## src/rtl/bbt_pkg.sv

```systemverilog
// Shared constants, enumerations and carrier structs of the break and
// branch trace unit.
// Assumes the core presents one bus observation per mclk cycle.
package bbt_pkg;

	// ------------------------------------------------------------------
	// Sizes
	// ------------------------------------------------------------------
	// Number of break channels.
	localparam int NUM_CH = 3;
	// Internal trace depth in branch records.
	localparam int TBUF_DEPTH = 8;
	// Address bits kept by the internal trace.
	localparam int TADDR_W = 28;
	// Width of the occurrence counter of channel 1.
	localparam int CNT_W = 12;

	// ------------------------------------------------------------------
	// Channel capabilities
	// ------------------------------------------------------------------
	// Bit positions of the condition kinds in a capability mask.
	localparam int CAP_ADDR = 0;
	localparam int CAP_DATA = 1;
	localparam int CAP_ADDRESS_SPACE_ID = 2;
	localparam int CAP_BS = 3;
	localparam int CAP_CNT = 4;
	localparam int CAP_IO = 5;
	localparam int CAP_TLB = 6;
	localparam int CAP_W = 7;
	// Capability mask per channel, index 0 is channel 1.
	localparam logic [NUM_CH-1:0][CAP_W-1:0] CH_CAP =
		{7'h60, 7'h0d, 7'h1f};

	// ------------------------------------------------------------------
	// Trace port record format
	// ------------------------------------------------------------------
	// Upper bits that must agree with the previous source for each form.
	localparam int KEEP_5 = 28;
	localparam int KEEP_9 = 24;
	localparam int KEEP_17 = 16;
	// Header nibble naming the length of the source field.
	localparam logic [3:0] HDR_5 = 4'h0;
	localparam logic [3:0] HDR_9 = 4'h1;
	localparam logic [3:0] HDR_17 = 4'h2;
	localparam logic [3:0] HDR_32 = 4'h3;
	// Source field length in nibbles for each form.
	localparam logic [4:0] NIB_5 = 5'h02;
	localparam logic [4:0] NIB_9 = 5'h03;
	localparam logic [4:0] NIB_17 = 5'h05;
	localparam logic [4:0] NIB_32 = 5'h08;
	// Header, destination and instruction word nibbles.
	localparam logic [4:0] NIB_FIX = 5'h0d;
	// Width of the outgoing shift image.
	localparam int REC_W = 84;
	// Reset value of the remembered source address.
	localparam logic [31:0] LAST_SRC_RST = 32'h0000_0000;

	// ------------------------------------------------------------------
	// Types
	// ------------------------------------------------------------------
	// Access size seen on the bus.
	typedef enum logic [2:0]
	{
		BBT_SZ_BYTE,
		BBT_SZ_WORD,
		BBT_SZ_LONG,
		BBT_SZ_XBUS,
		BBT_SZ_YBUS
	} bbt_size_t;

	// One cycle of observed core activity.
	typedef struct packed
	{
		logic [31:0] addr;
		logic addr_valid;
		logic [31:0] pc;
		logic pc_valid;
		logic [31:0] data;
		logic data_valid;
		bbt_size_t size;
		logic [15:0] xy_addr;
		logic [15:0] xy_data;
		logic xy_valid;
		logic [7:0] address_space_id;
		logic rd_b;
		logic read_write_dir;
		logic [2:0] bus_state;
		logic io_access;
		logic tlb_entry_load_instr;
	} bbt_bus_t;

	// Configuration of one break channel.
	typedef struct packed
	{
		logic addr_en;
		logic [31:0] addr_val;
		logic data_en;
		logic [31:0] data_val;
		bbt_size_t size_sel;
		logic xy_en;
		logic [15:0] xy_addr;
		logic [15:0] xy_data;
		logic address_space_id_en;
		logic [7:0] address_space_id_val;
		logic rw_en;
		logic rw_use_dir;
		logic rw_lvl;
		logic bs_en;
		logic [2:0] bs_val;
		logic cnt_en;
		logic [CNT_W-1:0] cnt_val;
		logic io_en;
		logic tlb_en;
	} bbt_chcfg_t;

	// One branch as offered by the core.
	typedef struct packed
	{
		logic [31:0] src;
		logic [31:0] dst;
		logic [15:0] instr;
	} bbt_rec_t;

	// One internal trace entry.
	typedef struct packed
	{
		logic [TADDR_W-1:0] src;
		logic [TADDR_W-1:0] dst;
	} bbt_tent_t;

endpackage : bbt_pkg

```

## src/rtl/bbt_trace_port.sv

```systemverilog
// Serialiser of branch records onto the external trace port.
// Assumes the probe clock is slow against mclk and the probe samples
// data on the rising edge of trace_port_clock.
`timescale 1ns/1ps
module bbt_trace_port
(
	input wire logic mclk,
	input wire logic rst_b,
	input wire logic trace_port_clock,
	input wire logic rt_mode,
	input wire logic rec_valid,
	input wire bbt_pkg::bbt_rec_t rec,
	output logic rec_ready,
	output logic busy,
	output logic [3:0] trace_data,
	output logic trace_sync_b
);

	// ------------------------------------------------------------------
	// State
	// ------------------------------------------------------------------
	// All state of the serialiser in one record.
	typedef struct packed
	{
		logic ck_s1;
		logic ck_s2;
		logic ck_prev;
		logic [bbt_pkg::REC_W-1:0] img;
		logic [4:0] left;
		logic hdr_next;
		logic [31:0] last_src;
		logic [3:0] data;
		logic sync_b;
	} bbt_tp_st_t;

	bbt_tp_st_t st_r;
	bbt_tp_st_t st_nxt;
	// Rising edge of the synchronised probe clock.
	logic ck_rise;
	// A record is loaded in this cycle.
	logic take;
	// Header and nibble count of the offered source.
	logic [3:0] hdr;
	logic [4:0] nib;

	// A new record may replace a running one only in realtime mode.
	assign rec_ready = !busy || rt_mode; // RULE_16
	assign busy = st_r.left != 5'h00;
	assign take = rec_valid && rec_ready;
	assign ck_rise = st_r.ck_s2 && !st_r.ck_prev;
	assign trace_data = st_r.data;
	assign trace_sync_b = st_r.sync_b;

	// Pick the shortest source form that the probe can rebuild.
	always_comb
	begin
		if (rec.src[31:32-bbt_pkg::KEEP_5] ==
			st_r.last_src[31:32-bbt_pkg::KEEP_5])
		begin
			hdr = bbt_pkg::HDR_5; // RULE_20
			nib = bbt_pkg::NIB_5;
		end
		else if (rec.src[31:32-bbt_pkg::KEEP_9] ==
			st_r.last_src[31:32-bbt_pkg::KEEP_9])
		begin
			hdr = bbt_pkg::HDR_9; // RULE_20
			nib = bbt_pkg::NIB_9;
		end
		else if (rec.src[31:32-bbt_pkg::KEEP_17] ==
			st_r.last_src[31:32-bbt_pkg::KEEP_17])
		begin
			hdr = bbt_pkg::HDR_17; // RULE_20
			nib = bbt_pkg::NIB_17;
		end
		else
		begin
			hdr = bbt_pkg::HDR_32;
			nib = bbt_pkg::NIB_32;
		end
	end

	// Next state: synchronise the clock, load or shift the image.
	always_comb
	begin
		st_nxt = st_r;
		st_nxt.ck_s1 = trace_port_clock;
		st_nxt.ck_s2 = st_r.ck_s1;
		st_nxt.ck_prev = st_r.ck_s2;
		if (take)
		begin
			// Source goes last so its length can vary. RULE_15 RULE_23
			st_nxt.img = {hdr, rec.dst, rec.instr,
				32'(rec.src << (6'd32 - {nib[3:0], 2'b00}))};
			st_nxt.left = bbt_pkg::NIB_FIX + nib;
			st_nxt.hdr_next = 1'b1;
			st_nxt.last_src = rec.src;
		end
		else if (ck_rise && busy)
		begin
			st_nxt.data = st_r.img[bbt_pkg::REC_W-1 -: 4];
			st_nxt.sync_b = !st_r.hdr_next; // RULE_23
			st_nxt.img = {st_r.img[bbt_pkg::REC_W-5:0], 4'h0};
			st_nxt.left = st_r.left - 5'h01;
			st_nxt.hdr_next = 1'b0;
		end
		else if (ck_rise)
		begin
			// Idle lines between records.
			st_nxt.data = 4'h0;
			st_nxt.sync_b = 1'b1;
		end
	end

	// State register.
	always_ff @(posedge mclk or negedge rst_b)
	begin
		if (!rst_b)
		begin
			st_r <= '{ck_s1: 1'b0, ck_s2: 1'b0, ck_prev: 1'b0,
				img: '0, left: 5'h00, hdr_next: 1'b0,
				last_src: bbt_pkg::LAST_SRC_RST, data: 4'h0,
				sync_b: 1'b1};
		end
		else
		begin
			st_r <= st_nxt;
		end
	end

	// Realtime loads always start a fresh record.
	chk_rt_restart: assert property (@(posedge mclk) disable iff (!rst_b)
		(rec_valid && rt_mode) |=> (st_r.hdr_next && busy)) // RULE_16
		else $error("realtime record not restarted");
	// A near source is sent in its shortest form.
	chk_short_src: assert property (@(posedge mclk) disable iff (!rst_b)
		(take && rec.src[31:4] == st_r.last_src[31:4])
		|=> st_r.left == 5'h0f) // RULE_20
		else $error("short source form not used");
	// Sync strobe stays high between records.
	chk_idle_sync: assert property (@(posedge mclk) disable iff (!rst_b)
		(!busy && !$past(busy)) |-> trace_sync_b) // RULE_23
		else $error("sync strobe low while idle");

endmodule : bbt_trace_port

```

## src/rtl/bbt_top.sv

```systemverilog
// Break condition channels and branch trace of the core debug support.
// Assumes the core holds branch_valid steady while cpu_stall is high and
// that config inputs change only while the core is stopped.
//
// Summary of operation
// RULE_01 - Break on address bus or PC match.
// RULE_02 - Break on data match with size qualifier.
// RULE_03 - Break on X/Y address or data match.
// RULE_04 - Break on address space identifier match.
// RULE_05 - Break on read strobe or direction level.
// RULE_06 - Break on matching bus cycle state.
// RULE_07 - Break on any internal I/O access.
// RULE_08 - Break on TLB entry load instruction.
// RULE_09 - Count matches, break at programmed count.
// RULE_10 - Three channels with fixed condition sets.
// RULE_11 - Internal trace records branches without stalling; capture waits on port_ready, so non-realtime mode stalls.
// RULE_12 - Internal buffer keeps latest eight branches.
// RULE_13 - Internal entries keep low 28 address bits.
// RULE_14 - Resume writes stop-to-resume entry.
// RULE_15 - Port sends source, destination, instruction word.
// RULE_16 - Realtime mode abandons record for new one.
// RULE_17 - Non-realtime mode stalls CPU until sent.
// RULE_18 - Continue mode overwrites oldest when full.
// RULE_19 - Stop mode stops capture when full.
// RULE_20 - Source sent relative to previous source.
// RULE_21 - Probe rebuilds full addresses from parts.
// RULE_22 - Probe clock between quarter and full CPU; bbt_probe runs it at one eighth of mclk.
// RULE_23 - Nibble framing delimited by sync strobe.
// RULE_24 - Channels merged into one break, source kept.
`timescale 1ns/1ps
module bbt_top
#(
	parameter int DEPTH = bbt_pkg::TBUF_DEPTH
)
(
	input wire logic mclk,
	input wire logic rst_b,
	input wire bbt_pkg::bbt_bus_t bus,
	input wire bbt_pkg::bbt_chcfg_t [bbt_pkg::NUM_CH-1:0] ch_cfg,
	input wire logic break_src_clr_1,
	input wire logic break_src_clr_2,
	input wire logic break_src_clr_3,
	output logic break_req,
	output logic [bbt_pkg::NUM_CH-1:0] break_src,
	input wire logic branch_valid,
	input wire bbt_pkg::bbt_rec_t branch,
	input wire logic exec_stop,
	input wire logic [31:0] stop_pc,
	input wire logic exec_resume,
	input wire logic [31:0] resume_pc,
	input wire logic trace_realtime,
	input wire logic trace_stop_mode,
	input wire logic trace_clear,
	input wire logic [$clog2(DEPTH)-1:0] trace_rd_idx,
	output bbt_pkg::bbt_tent_t trace_rd,
	output logic [$clog2(DEPTH):0] trace_count,
	output logic trace_full,
	output logic cpu_stall,
	input wire logic trace_port_clock,
	output logic [3:0] trace_data,
	output logic trace_sync_b
);

	// ------------------------------------------------------------------
	// Local sizes and state
	// ------------------------------------------------------------------
	// Pointer and count widths of the internal buffer.
	localparam int PW = $clog2(DEPTH);
	localparam logic [PW:0] DEPTH_C = (PW+1)'(DEPTH);

	// All state of the unit in one record.
	typedef struct packed
	{
		logic [bbt_pkg::CNT_W-1:0] cnt;
		logic brk;
		logic [bbt_pkg::NUM_CH-1:0] src;
		bbt_pkg::bbt_tent_t [DEPTH-1:0] tbuf;
		logic [PW-1:0] wptr;
		logic [PW:0] tcount;
		logic [31:0] last_stop;
		bbt_pkg::bbt_tent_t rd;
	} bbt_top_st_t;

	bbt_top_st_t st_r;
	bbt_top_st_t st_nxt;

	// Raw condition hit per channel, before the occurrence count.
	logic [bbt_pkg::NUM_CH-1:0] ch_hit;
	// Channel raises a break in this cycle.
	logic [bbt_pkg::NUM_CH-1:0] ch_fire;
	// Clear strobes gathered into one vector.
	logic [bbt_pkg::NUM_CH-1:0] src_clr;
	// Channel 1 counting in effect.
	logic cnt_on;
	// Count reached on this hit.
	logic cnt_done;
	// Capture blocked because stop mode found the buffer full.
	logic cap_block;
	// Trace port can take the offered branch.
	logic port_ready;
	// Serialiser has a record in flight.
	logic port_busy;
	// Branch handed over in this cycle.
	logic br_take;

	assign src_clr = {break_src_clr_3, break_src_clr_2, break_src_clr_1};

	// ------------------------------------------------------------------
	// Break channels
	// ------------------------------------------------------------------
	// Each channel checks only the kinds its capability mask allows; a
	// kind outside the mask is ignored even if its enable is set.
	genvar gi;
	generate
		for (gi = 0; gi < bbt_pkg::NUM_CH; gi++)
		begin : g_ch
			// Enabled kinds after capability masking.
			logic [bbt_pkg::CAP_W-1:0] en;
			// Per kind match result.
			logic [bbt_pkg::CAP_W-1:0] ok;
			// Data value compared at the selected access width.
			logic [31:0] dmask;
			logic data_ok;
			logic xy_ok;
			logic rw_ok;

			assign en = {ch_cfg[gi].tlb_en, ch_cfg[gi].io_en,
				ch_cfg[gi].cnt_en,
				ch_cfg[gi].bs_en || ch_cfg[gi].rw_en,
				ch_cfg[gi].address_space_id_en,
				ch_cfg[gi].data_en || ch_cfg[gi].xy_en,
				ch_cfg[gi].addr_en} & bbt_pkg::CH_CAP[gi]; // RULE_10

			// Byte and word accesses compare only their low lanes.
			always_comb
			begin
				case (ch_cfg[gi].size_sel)
					bbt_pkg::BBT_SZ_BYTE: dmask = 32'h0000_00ff;
					bbt_pkg::BBT_SZ_WORD: dmask = 32'h0000_ffff;
					bbt_pkg::BBT_SZ_XBUS: dmask = 32'h0000_ffff;
					bbt_pkg::BBT_SZ_YBUS: dmask = 32'h0000_ffff;
					default: dmask = 32'hffff_ffff;
				endcase
			end

			assign data_ok = !ch_cfg[gi].data_en || (bus.data_valid &&
				bus.size == ch_cfg[gi].size_sel &&
				((bus.data ^ ch_cfg[gi].data_val) & dmask) ==
				32'h0000_0000); // RULE_02
			assign xy_ok = !ch_cfg[gi].xy_en || (bus.xy_valid &&
				(bus.xy_addr == ch_cfg[gi].xy_addr ||
				bus.xy_data == ch_cfg[gi].xy_data)); // RULE_03
			assign rw_ok = !ch_cfg[gi].rw_en || (bus.addr_valid &&
				(ch_cfg[gi].rw_use_dir ?
				bus.read_write_dir == ch_cfg[gi].rw_lvl :
				bus.rd_b == ch_cfg[gi].rw_lvl)); // RULE_05

			assign ok[bbt_pkg::CAP_ADDR] =
				(bus.addr_valid && bus.addr == ch_cfg[gi].addr_val) ||
				(bus.pc_valid && bus.pc == ch_cfg[gi].addr_val); // RULE_01
			assign ok[bbt_pkg::CAP_DATA] = data_ok && xy_ok;
			assign ok[bbt_pkg::CAP_ADDRESS_SPACE_ID] =
				bus.address_space_id == ch_cfg[gi].address_space_id_val; // RULE_04
			assign ok[bbt_pkg::CAP_BS] = rw_ok &&
				(!ch_cfg[gi].bs_en || (bus.addr_valid &&
				bus.bus_state == ch_cfg[gi].bs_val)); // RULE_06
			// Counting adds no condition of its own.
			assign ok[bbt_pkg::CAP_CNT] = 1'b1;
			assign ok[bbt_pkg::CAP_IO] = bus.io_access; // RULE_07
			assign ok[bbt_pkg::CAP_TLB] =
				bus.tlb_entry_load_instr; // RULE_08

			// All enabled kinds must hold; counting alone never hits.
			assign ch_hit[gi] = ((en & ~ok) == '0) &&
				((en & ~(bbt_pkg::CAP_W'(1) << bbt_pkg::CAP_CNT)) != '0);
		end
	endgenerate

	// Only channel 1 can count; a count of zero behaves as one.
	assign cnt_on = ch_cfg[0].cnt_en && bbt_pkg::CH_CAP[0][bbt_pkg::CAP_CNT];
	assign cnt_done = st_r.cnt + bbt_pkg::CNT_W'(1) >= ch_cfg[0].cnt_val;
	assign ch_fire[0] = ch_hit[0] && (!cnt_on || cnt_done); // RULE_09
	assign ch_fire[bbt_pkg::NUM_CH-1:1] = ch_hit[bbt_pkg::NUM_CH-1:1];

	// ------------------------------------------------------------------
	// Trace hand-over
	// ------------------------------------------------------------------
	// In stop mode a full buffer drops branches without stalling.
	assign trace_full = st_r.tcount == DEPTH_C;
	assign cap_block = trace_stop_mode && trace_full; // RULE_19
	assign br_take = branch_valid && !cap_block && port_ready;
	// Only non-realtime mode holds the core back. RULE_17
	assign cpu_stall = branch_valid && !cap_block && !trace_realtime &&
		!port_ready;

	bbt_trace_port u_port
	(
		.mclk(mclk),
		.rst_b(rst_b),
		.trace_port_clock(trace_port_clock),
		.rt_mode(trace_realtime),
		.rec_valid(branch_valid && !cap_block),
		.rec(branch),
		.rec_ready(port_ready),
		.busy(port_busy),
		.trace_data(trace_data),
		.trace_sync_b(trace_sync_b)
	);

	assign break_req = st_r.brk;
	assign break_src = st_r.src;
	assign trace_count = st_r.tcount;
	assign trace_rd = st_r.rd;

	// ------------------------------------------------------------------
	// Next state
	// ------------------------------------------------------------------
	// Count, break merge and the internal trace buffer.
	always_comb
	begin
		st_nxt = st_r;
		// Occurrence counter restarts after every break it produces.
		if (cnt_on && ch_hit[0])
		begin
			st_nxt.cnt = cnt_done ? '0 : st_r.cnt + bbt_pkg::CNT_W'(1);
		end
		else if (!cnt_on)
		begin
			st_nxt.cnt = '0;
		end
		// One break to the core; a new fire beats a clear. RULE_24
		st_nxt.brk = |ch_fire;
		st_nxt.src = (st_r.src & ~src_clr) | ch_fire;
		if (exec_stop)
		begin
			st_nxt.last_stop = stop_pc;
		end
		// Resume entry takes the slot; a same-cycle branch is not recorded.
		if (trace_clear)
		begin
			st_nxt.wptr = '0;
			st_nxt.tcount = '0;
		end
		else if ((exec_resume || br_take) && !cap_block)
		begin
			if (exec_resume)
			begin
				st_nxt.tbuf[st_r.wptr] = '{
					src: st_r.last_stop[bbt_pkg::TADDR_W-1:0],
					dst: resume_pc[bbt_pkg::TADDR_W-1:0]}; // RULE_14
			end
			else
			begin
				st_nxt.tbuf[st_r.wptr] = '{
					src: branch.src[bbt_pkg::TADDR_W-1:0],
					dst: branch.dst[bbt_pkg::TADDR_W-1:0]}; // RULE_13
			end
			// Wrapping pointer drops the oldest entry. RULE_12 RULE_18
			st_nxt.wptr = (st_r.wptr == PW'(DEPTH - 1)) ? '0 :
				st_r.wptr + PW'(1);
			if (!trace_full)
			begin
				st_nxt.tcount = st_r.tcount + (PW+1)'(1);
			end
		end
		// Read index 0 is the newest entry; reads never stall. RULE_11
		st_nxt.rd = st_r.tbuf[PW'(st_r.wptr - PW'(1) - trace_rd_idx)];
	end

	// State register.
	always_ff @(posedge mclk or negedge rst_b)
	begin
		if (!rst_b)
		begin
			st_r <= '0;
		end
		else
		begin
			st_r <= st_nxt;
		end
	end

	// ------------------------------------------------------------------
	// Checks
	// ------------------------------------------------------------------
	// Any firing channel reaches the core one cycle later.
	chk_break_merge: assert property (@(posedge mclk) disable iff (!rst_b)
		(|ch_fire) |=> (break_req && (break_src & $past(ch_fire)) ==
		$past(ch_fire))) // RULE_24
		else $error("break not merged or source not recorded");
	// A set channel 1 source flag holds until its clear.
	chk_src_hold: assert property (@(posedge mclk) disable iff (!rst_b)
		(break_src[0] && !break_src_clr_1) |=> break_src[0]) // RULE_24
		else $error("break source flag lost");
	// Channel 3 fires on an internal I/O access alone.
	chk_io_break: assert property (@(posedge mclk) disable iff (!rst_b)
		(ch_cfg[2].io_en && !ch_cfg[2].tlb_en && bus.io_access)
		|-> ch_fire[2]) // RULE_07
		else $error("internal io access did not break");
	// Channel 3 fires on a TLB entry load alone.
	chk_tlb_break: assert property (@(posedge mclk) disable iff (!rst_b)
		(ch_cfg[2].tlb_en && !ch_cfg[2].io_en &&
		bus.tlb_entry_load_instr) |-> ch_fire[2]) // RULE_08
		else $error("tlb load did not break");
	// Channel 2 ignores data conditions.
	chk_ch2_nodata: assert property (@(posedge mclk) disable iff (!rst_b)
		(ch_cfg[1].addr_en && bus.pc_valid &&
		bus.pc == ch_cfg[1].addr_val && !ch_cfg[1].address_space_id_en &&
		!ch_cfg[1].bs_en && !ch_cfg[1].rw_en) |-> ch_fire[1]) // RULE_10
		else $error("channel 2 blocked by unsupported condition");
	// Counting hits stay silent until the count is reached.
	chk_count_wait: assert property (@(posedge mclk) disable iff (!rst_b)
		(cnt_on && ch_hit[0] && !cnt_done) |-> (!ch_fire[0] ##1
		st_r.cnt == $past(st_r.cnt) + bbt_pkg::CNT_W'(1))) // RULE_09
		else $error("count break fired early");
	// Stop mode freezes a full buffer.
	chk_stop_full: assert property (@(posedge mclk) disable iff (!rst_b)
		(cap_block && !trace_clear) |=> $stable(st_r.wptr)) // RULE_19
		else $error("capture continued in stop mode");
	// The buffer never claims more than its depth.
	chk_depth: assert property (@(posedge mclk) disable iff (!rst_b)
		trace_count <= DEPTH_C) // RULE_12
		else $error("trace count above depth");
	// Realtime mode hands every branch over at once, never stalling.
	chk_rt_nostall: assert property (@(posedge mclk) disable iff (!rst_b)
		(trace_realtime && branch_valid && !cap_block)
		|-> (br_take && !cpu_stall)) // RULE_16
		else $error("core stalled in realtime mode");
	// An idle port takes a non-realtime branch without a stall.
	chk_stall_end: assert property (@(posedge mclk) disable iff (!rst_b)
		(branch_valid && !cap_block && !trace_realtime && !port_busy)
		|-> (br_take && !cpu_stall)) // RULE_17
		else $error("stall with idle trace port");

endmodule : bbt_top

```

## config.mk

```make
export PLATFORM = sky130hd
export DESIGN_NAME = bbt_top
export DESIGN_NICKNAME = d
export VERILOG_FILES = /design/src/rtl/bbt_pkg.sv /design/src/rtl/bbt_trace_port.sv /design/src/rtl/bbt_top.sv
export SDC_FILE = /design/constraint.sdc
export NUM_CORES = 2
export LEC_CHECK = 0
export BUFFER_PORTS_ARGS = -buffer_cell sky130_fd_sc_hd__buf_2
export CAP_MARGIN = 10
export CELL_PAD_IN_SITES_DETAIL_PLACEMENT = 1
export CELL_PAD_IN_SITES_GLOBAL_PLACEMENT = 1
export CORE_AREA = 2 2 299 301
export CTS_CLUSTER_DIAMETER = 30
export DETAILED_ROUTE_END_ITERATION = 8
export DIE_AREA = 0 0 301 303
export GPL_ROUTABILITY_DRIVEN = 0
export PLACE_DENSITY_LB_ADDON = 0.1
export SYNTH_ARGS = -nofsm -noshare
export SYNTH_HDL_FRONTEND = slang
export SYNTH_SLANG_ARGS = --single-unit
```

## constraint.sdc

```tcl
create_clock -name mclk -period 5.5 [get_ports mclk]
set_input_delay 0.55 -clock mclk [delete_from_list [all_inputs] [get_ports mclk]]
set_output_delay 0.55 -clock mclk [all_outputs]
set_load 0.01 [all_outputs]
```

==> impl_metrics.json <==
{
  "rsz0062_at_grt": "false",
  "firstDrtPassIters": 5,
  "cp-startpoint": "st_r[547]",
  "ys_seq_elements": 681,
  "synth_edf_count": 0,
  "timing.final.max_slew_violations": 0,
  "wl_per_cell_um": 24.8,
  "row_count": 109,
  "fin_skew_ns": 0.0352,
  "tns_ns": 0,
  "die_w_um": 301,
  "clk_latency_ns": 0.76,
  "async_flop_share_pct": 100,
  "initial_core_util_pct": 37.5,
  "cts_buffers": 171,
  "port_buffers": 553,
  "vdd.ir_drop.worst_mv": 0.318,
  "die_area_mm2": 0.0912,
  "r2r-end": "break_req",
  "ctsLongestPathBuffers": 3,
  "final_common_cell": "dfrtp_1",
  "antenna_found_initial": 41,
  "finalCritPeriodShare_pct": 72.6,
  "grt_pass1_wl_um": 184000,
  "grt_max_degree": 171,
  "postSynthCellCount": 3105,
  "worstSetupPathType": "flop to flop",
  "num_vias": 26300,
  "holdCritPathClass": "input pin to flop",
  "layout_common_cells": "dfrtp_1 (680), buf_2 (551), nand2_1 (430)",
  "h-tree-depth": 4,
  "dp.cells": 4602,
  "finalSetupViolations": 0,
  "synthFlopType": "dfrtp_1",
  "endpoint": "break_req",
  "area_delta_synth_final_pct": 29.3,
  "syn-cell-area_mm2": 0.0330,
  "cts_sinks": 681,
  "fill_cells": 9594,
  "period_needed_ns": 4.00,
  "final_nets": 4348,
  "design_area_mm2": 0.0426,
  "hold_viol": 0,
  "design.core.area_mm2": 0.0880,
  "arrival_ns": 4.61,
  "clk_pin_slew_ns": 0.04,
  "stdcell_count": 4949,
  "drc": 0,
  "max_freq_mhz": 250,
  "synth-seq-area-share_pct": 51.7,
  "ys_top_cells_by_area": "dfrtp_1 (52%), mux4_2 (7.7%), xnor2_1 (6.0%)",
  "ant_nets": 0,
  "p_leak_nw": 19.5,
  "rr_startpoint": "st_r[547]",
  "slew_headroom_pct": 18.6,
  "start_kind": "flop",
  "hpwl_um": 85400,
  "fp.dieH_um": 303,
  "cts_tree": "yes",
  "ff2ff_path_depth": 12,
  "cts_setup_buffers": 0,
  "overflow": 0,
  "regArea_mm2": 0.0170,
  "worstMarginPinSlew_ns": 1.22,
  "end_kind": "flop",
  "cp_max_fo": 14,
  "drt_iter0_markers": 1586,
  "post_cts_resized": 0,
  "avgSynthCellArea_um2": 10.6,
  "syn_nets": 3834,
  "wl_um": 123000,
  "multi_input_area_mm2": 0.0145,
  "synth_warnings": 0,
  "synth_top_area_share_pct": 51.6,
  "status": "finished clean",
  "synthDistinctLibCells": 61,
  "layout-drive-gt1-share_pct": 29.8,
  "cap_violations": 0,
  "cp.required_ns": 6.12,
  "synth_top_area_cell": "dfrtp_1",
  "cts-root-buf": "clkbuf_16",
  "track_usage_pct": 27.2,
  "grt_pass1_vias": 29200,
  "io_pins": 779,
  "place_area_mm2": 0.0363,
  "viasPerCell": 5.31,
  "r2r_slack_ns": 1.50,
  "power_density_mw_per_mm2": 480
}
flip-flops by register name, summed over array words and instances (netlist names):
name	cells
st_r	491
u_port.st_r	119
trace_rd	56
trace_count	4
u_port.trace_data	4
break_src	3
u_port.st_nxt	2
break_req	1
u_port.trace_sync_b	1
cell type report:
class,instances,area share (%)
diodes,20,0.117
multi-input cells,2132,33.9
well taps,1165,3.42
clock buffers,229,11.2
flip-flops and latches,681,40.0
repair buffers,600,7.69
clock inverters,89,3.36
inverters,33,0.291
critical path: stages, from the launching register on:
cell and delay, ns:
dfrtp_1 0.42, nand3_1 0.16, nor3_1 0.33, and3_1 0.27, nor2b_1 0.08, or2_2 0.31
ha_1 0.30, a211o_1 0.35, nor2_1 0.10, o211ai_1 0.14, a21oi_1 0.96, inv_1 0.12
a211o_1 0.33
Yosys cell counts, drive strengths merged, types with 3 or more instances:
cell type and count:
a21o 3, a21oi 313, a22o 4, a31oi 59, and3 20, buf 161
clkbuf 98, dfrtp 680, ha 20, inv 33, mux2 84, mux2i 96
mux4 112, nand2 431, nand2b 10, nand3 15, nand3b 15, nand4 60
nor2 356, nor2b 3, nor3 10, nor4 17, o211ai 12, o21ai 190
o22ai 12, or4 4, xnor2 227, xor2 35
how the worst min path moves through the flow:
stage / end / cells after the start / start / slack (ns)
4_1_cts: st_r[77] / 2 / stop_pc[21] / 0.0001
6_report: st_r[60] / 2 / stop_pc[4] / 0.04
3_5_place_dp: u_port.st_nxt[127] / 0 / u_port.st_nxt[128] / 0.34
5_1_grt: st_r[71] / 2 / stop_pc[15] / 0.02
3_3_place_gp: u_port.st_nxt[127] / 0 / u_port.st_nxt[128] / 0.34
2_1_floorplan: break_req / 0 / rst_b / 0.25
per-layer routing:
metal / track usage, % / share of wire (%) / wire [um] / vias up
met4: 8.20 / 2.4 / 3010 / 20
met3: 6.65 / 6.2 / 7630 / 216
li1: - / - / - / 11800
met2: 45.8 / 49 / 60000 / 780
met1: 34.6 / 42 / 51900 / 13400
met5: 0 / 0.11 / 140 / -
kinds of logic (layout without fill, tap and decap cells):
kind of cell,count (synthesis),after routing,share of synthesized area (%)
adders and majority gates,21,21,0.820
DFF,681,681,51.7
muxes,292,292,13.4
other,0,20,0
and+or+nand+nor,953,953,12.3
xor gates and xnor gates,262,262,6.96
buffers and inverters,292,951,4.72
AOI/OAI and AO/OA,604,604,10.0
what timing repair did:
item | CTS | global route
hold buffers | 7 | 0
hold endpoints to repair | 62 | 0
endpoints found under the setup margin | 0 | 0
through the flow:
step | util [%] | hold WS, ns | worst slack, ns | power, mW
3_5_place_dp | 41.2 | 0.338 | 1.59 | 9.94
2_1_floorplan | - | 0.254 | 2.57 | 8.72
5_1_grt | 48.4 | 0.0165 | 1.30 | 21.4
6_report | 48.5 | 0.0410 | 1.50 | 20.5
3_3_place_gp | 41.2 | 0.337 | 1.67 | 9.73
4_1_cts | 48.4 | 0.000110 | 1.55 | 20.7
power by group:
| group | switching, mW | internal (mW) | leakage (nW) |
|---|---|---|---|
| registers | 0.594 | 6.07 | 8.63 |
| logic | 1.74 | 1.48 | 7.87 |
| clock network | 3.29 | 7.31 | 3.00 |
| total | 5.62 | 14.9 | 19.5 |
(Power assumes the default switching activity.)
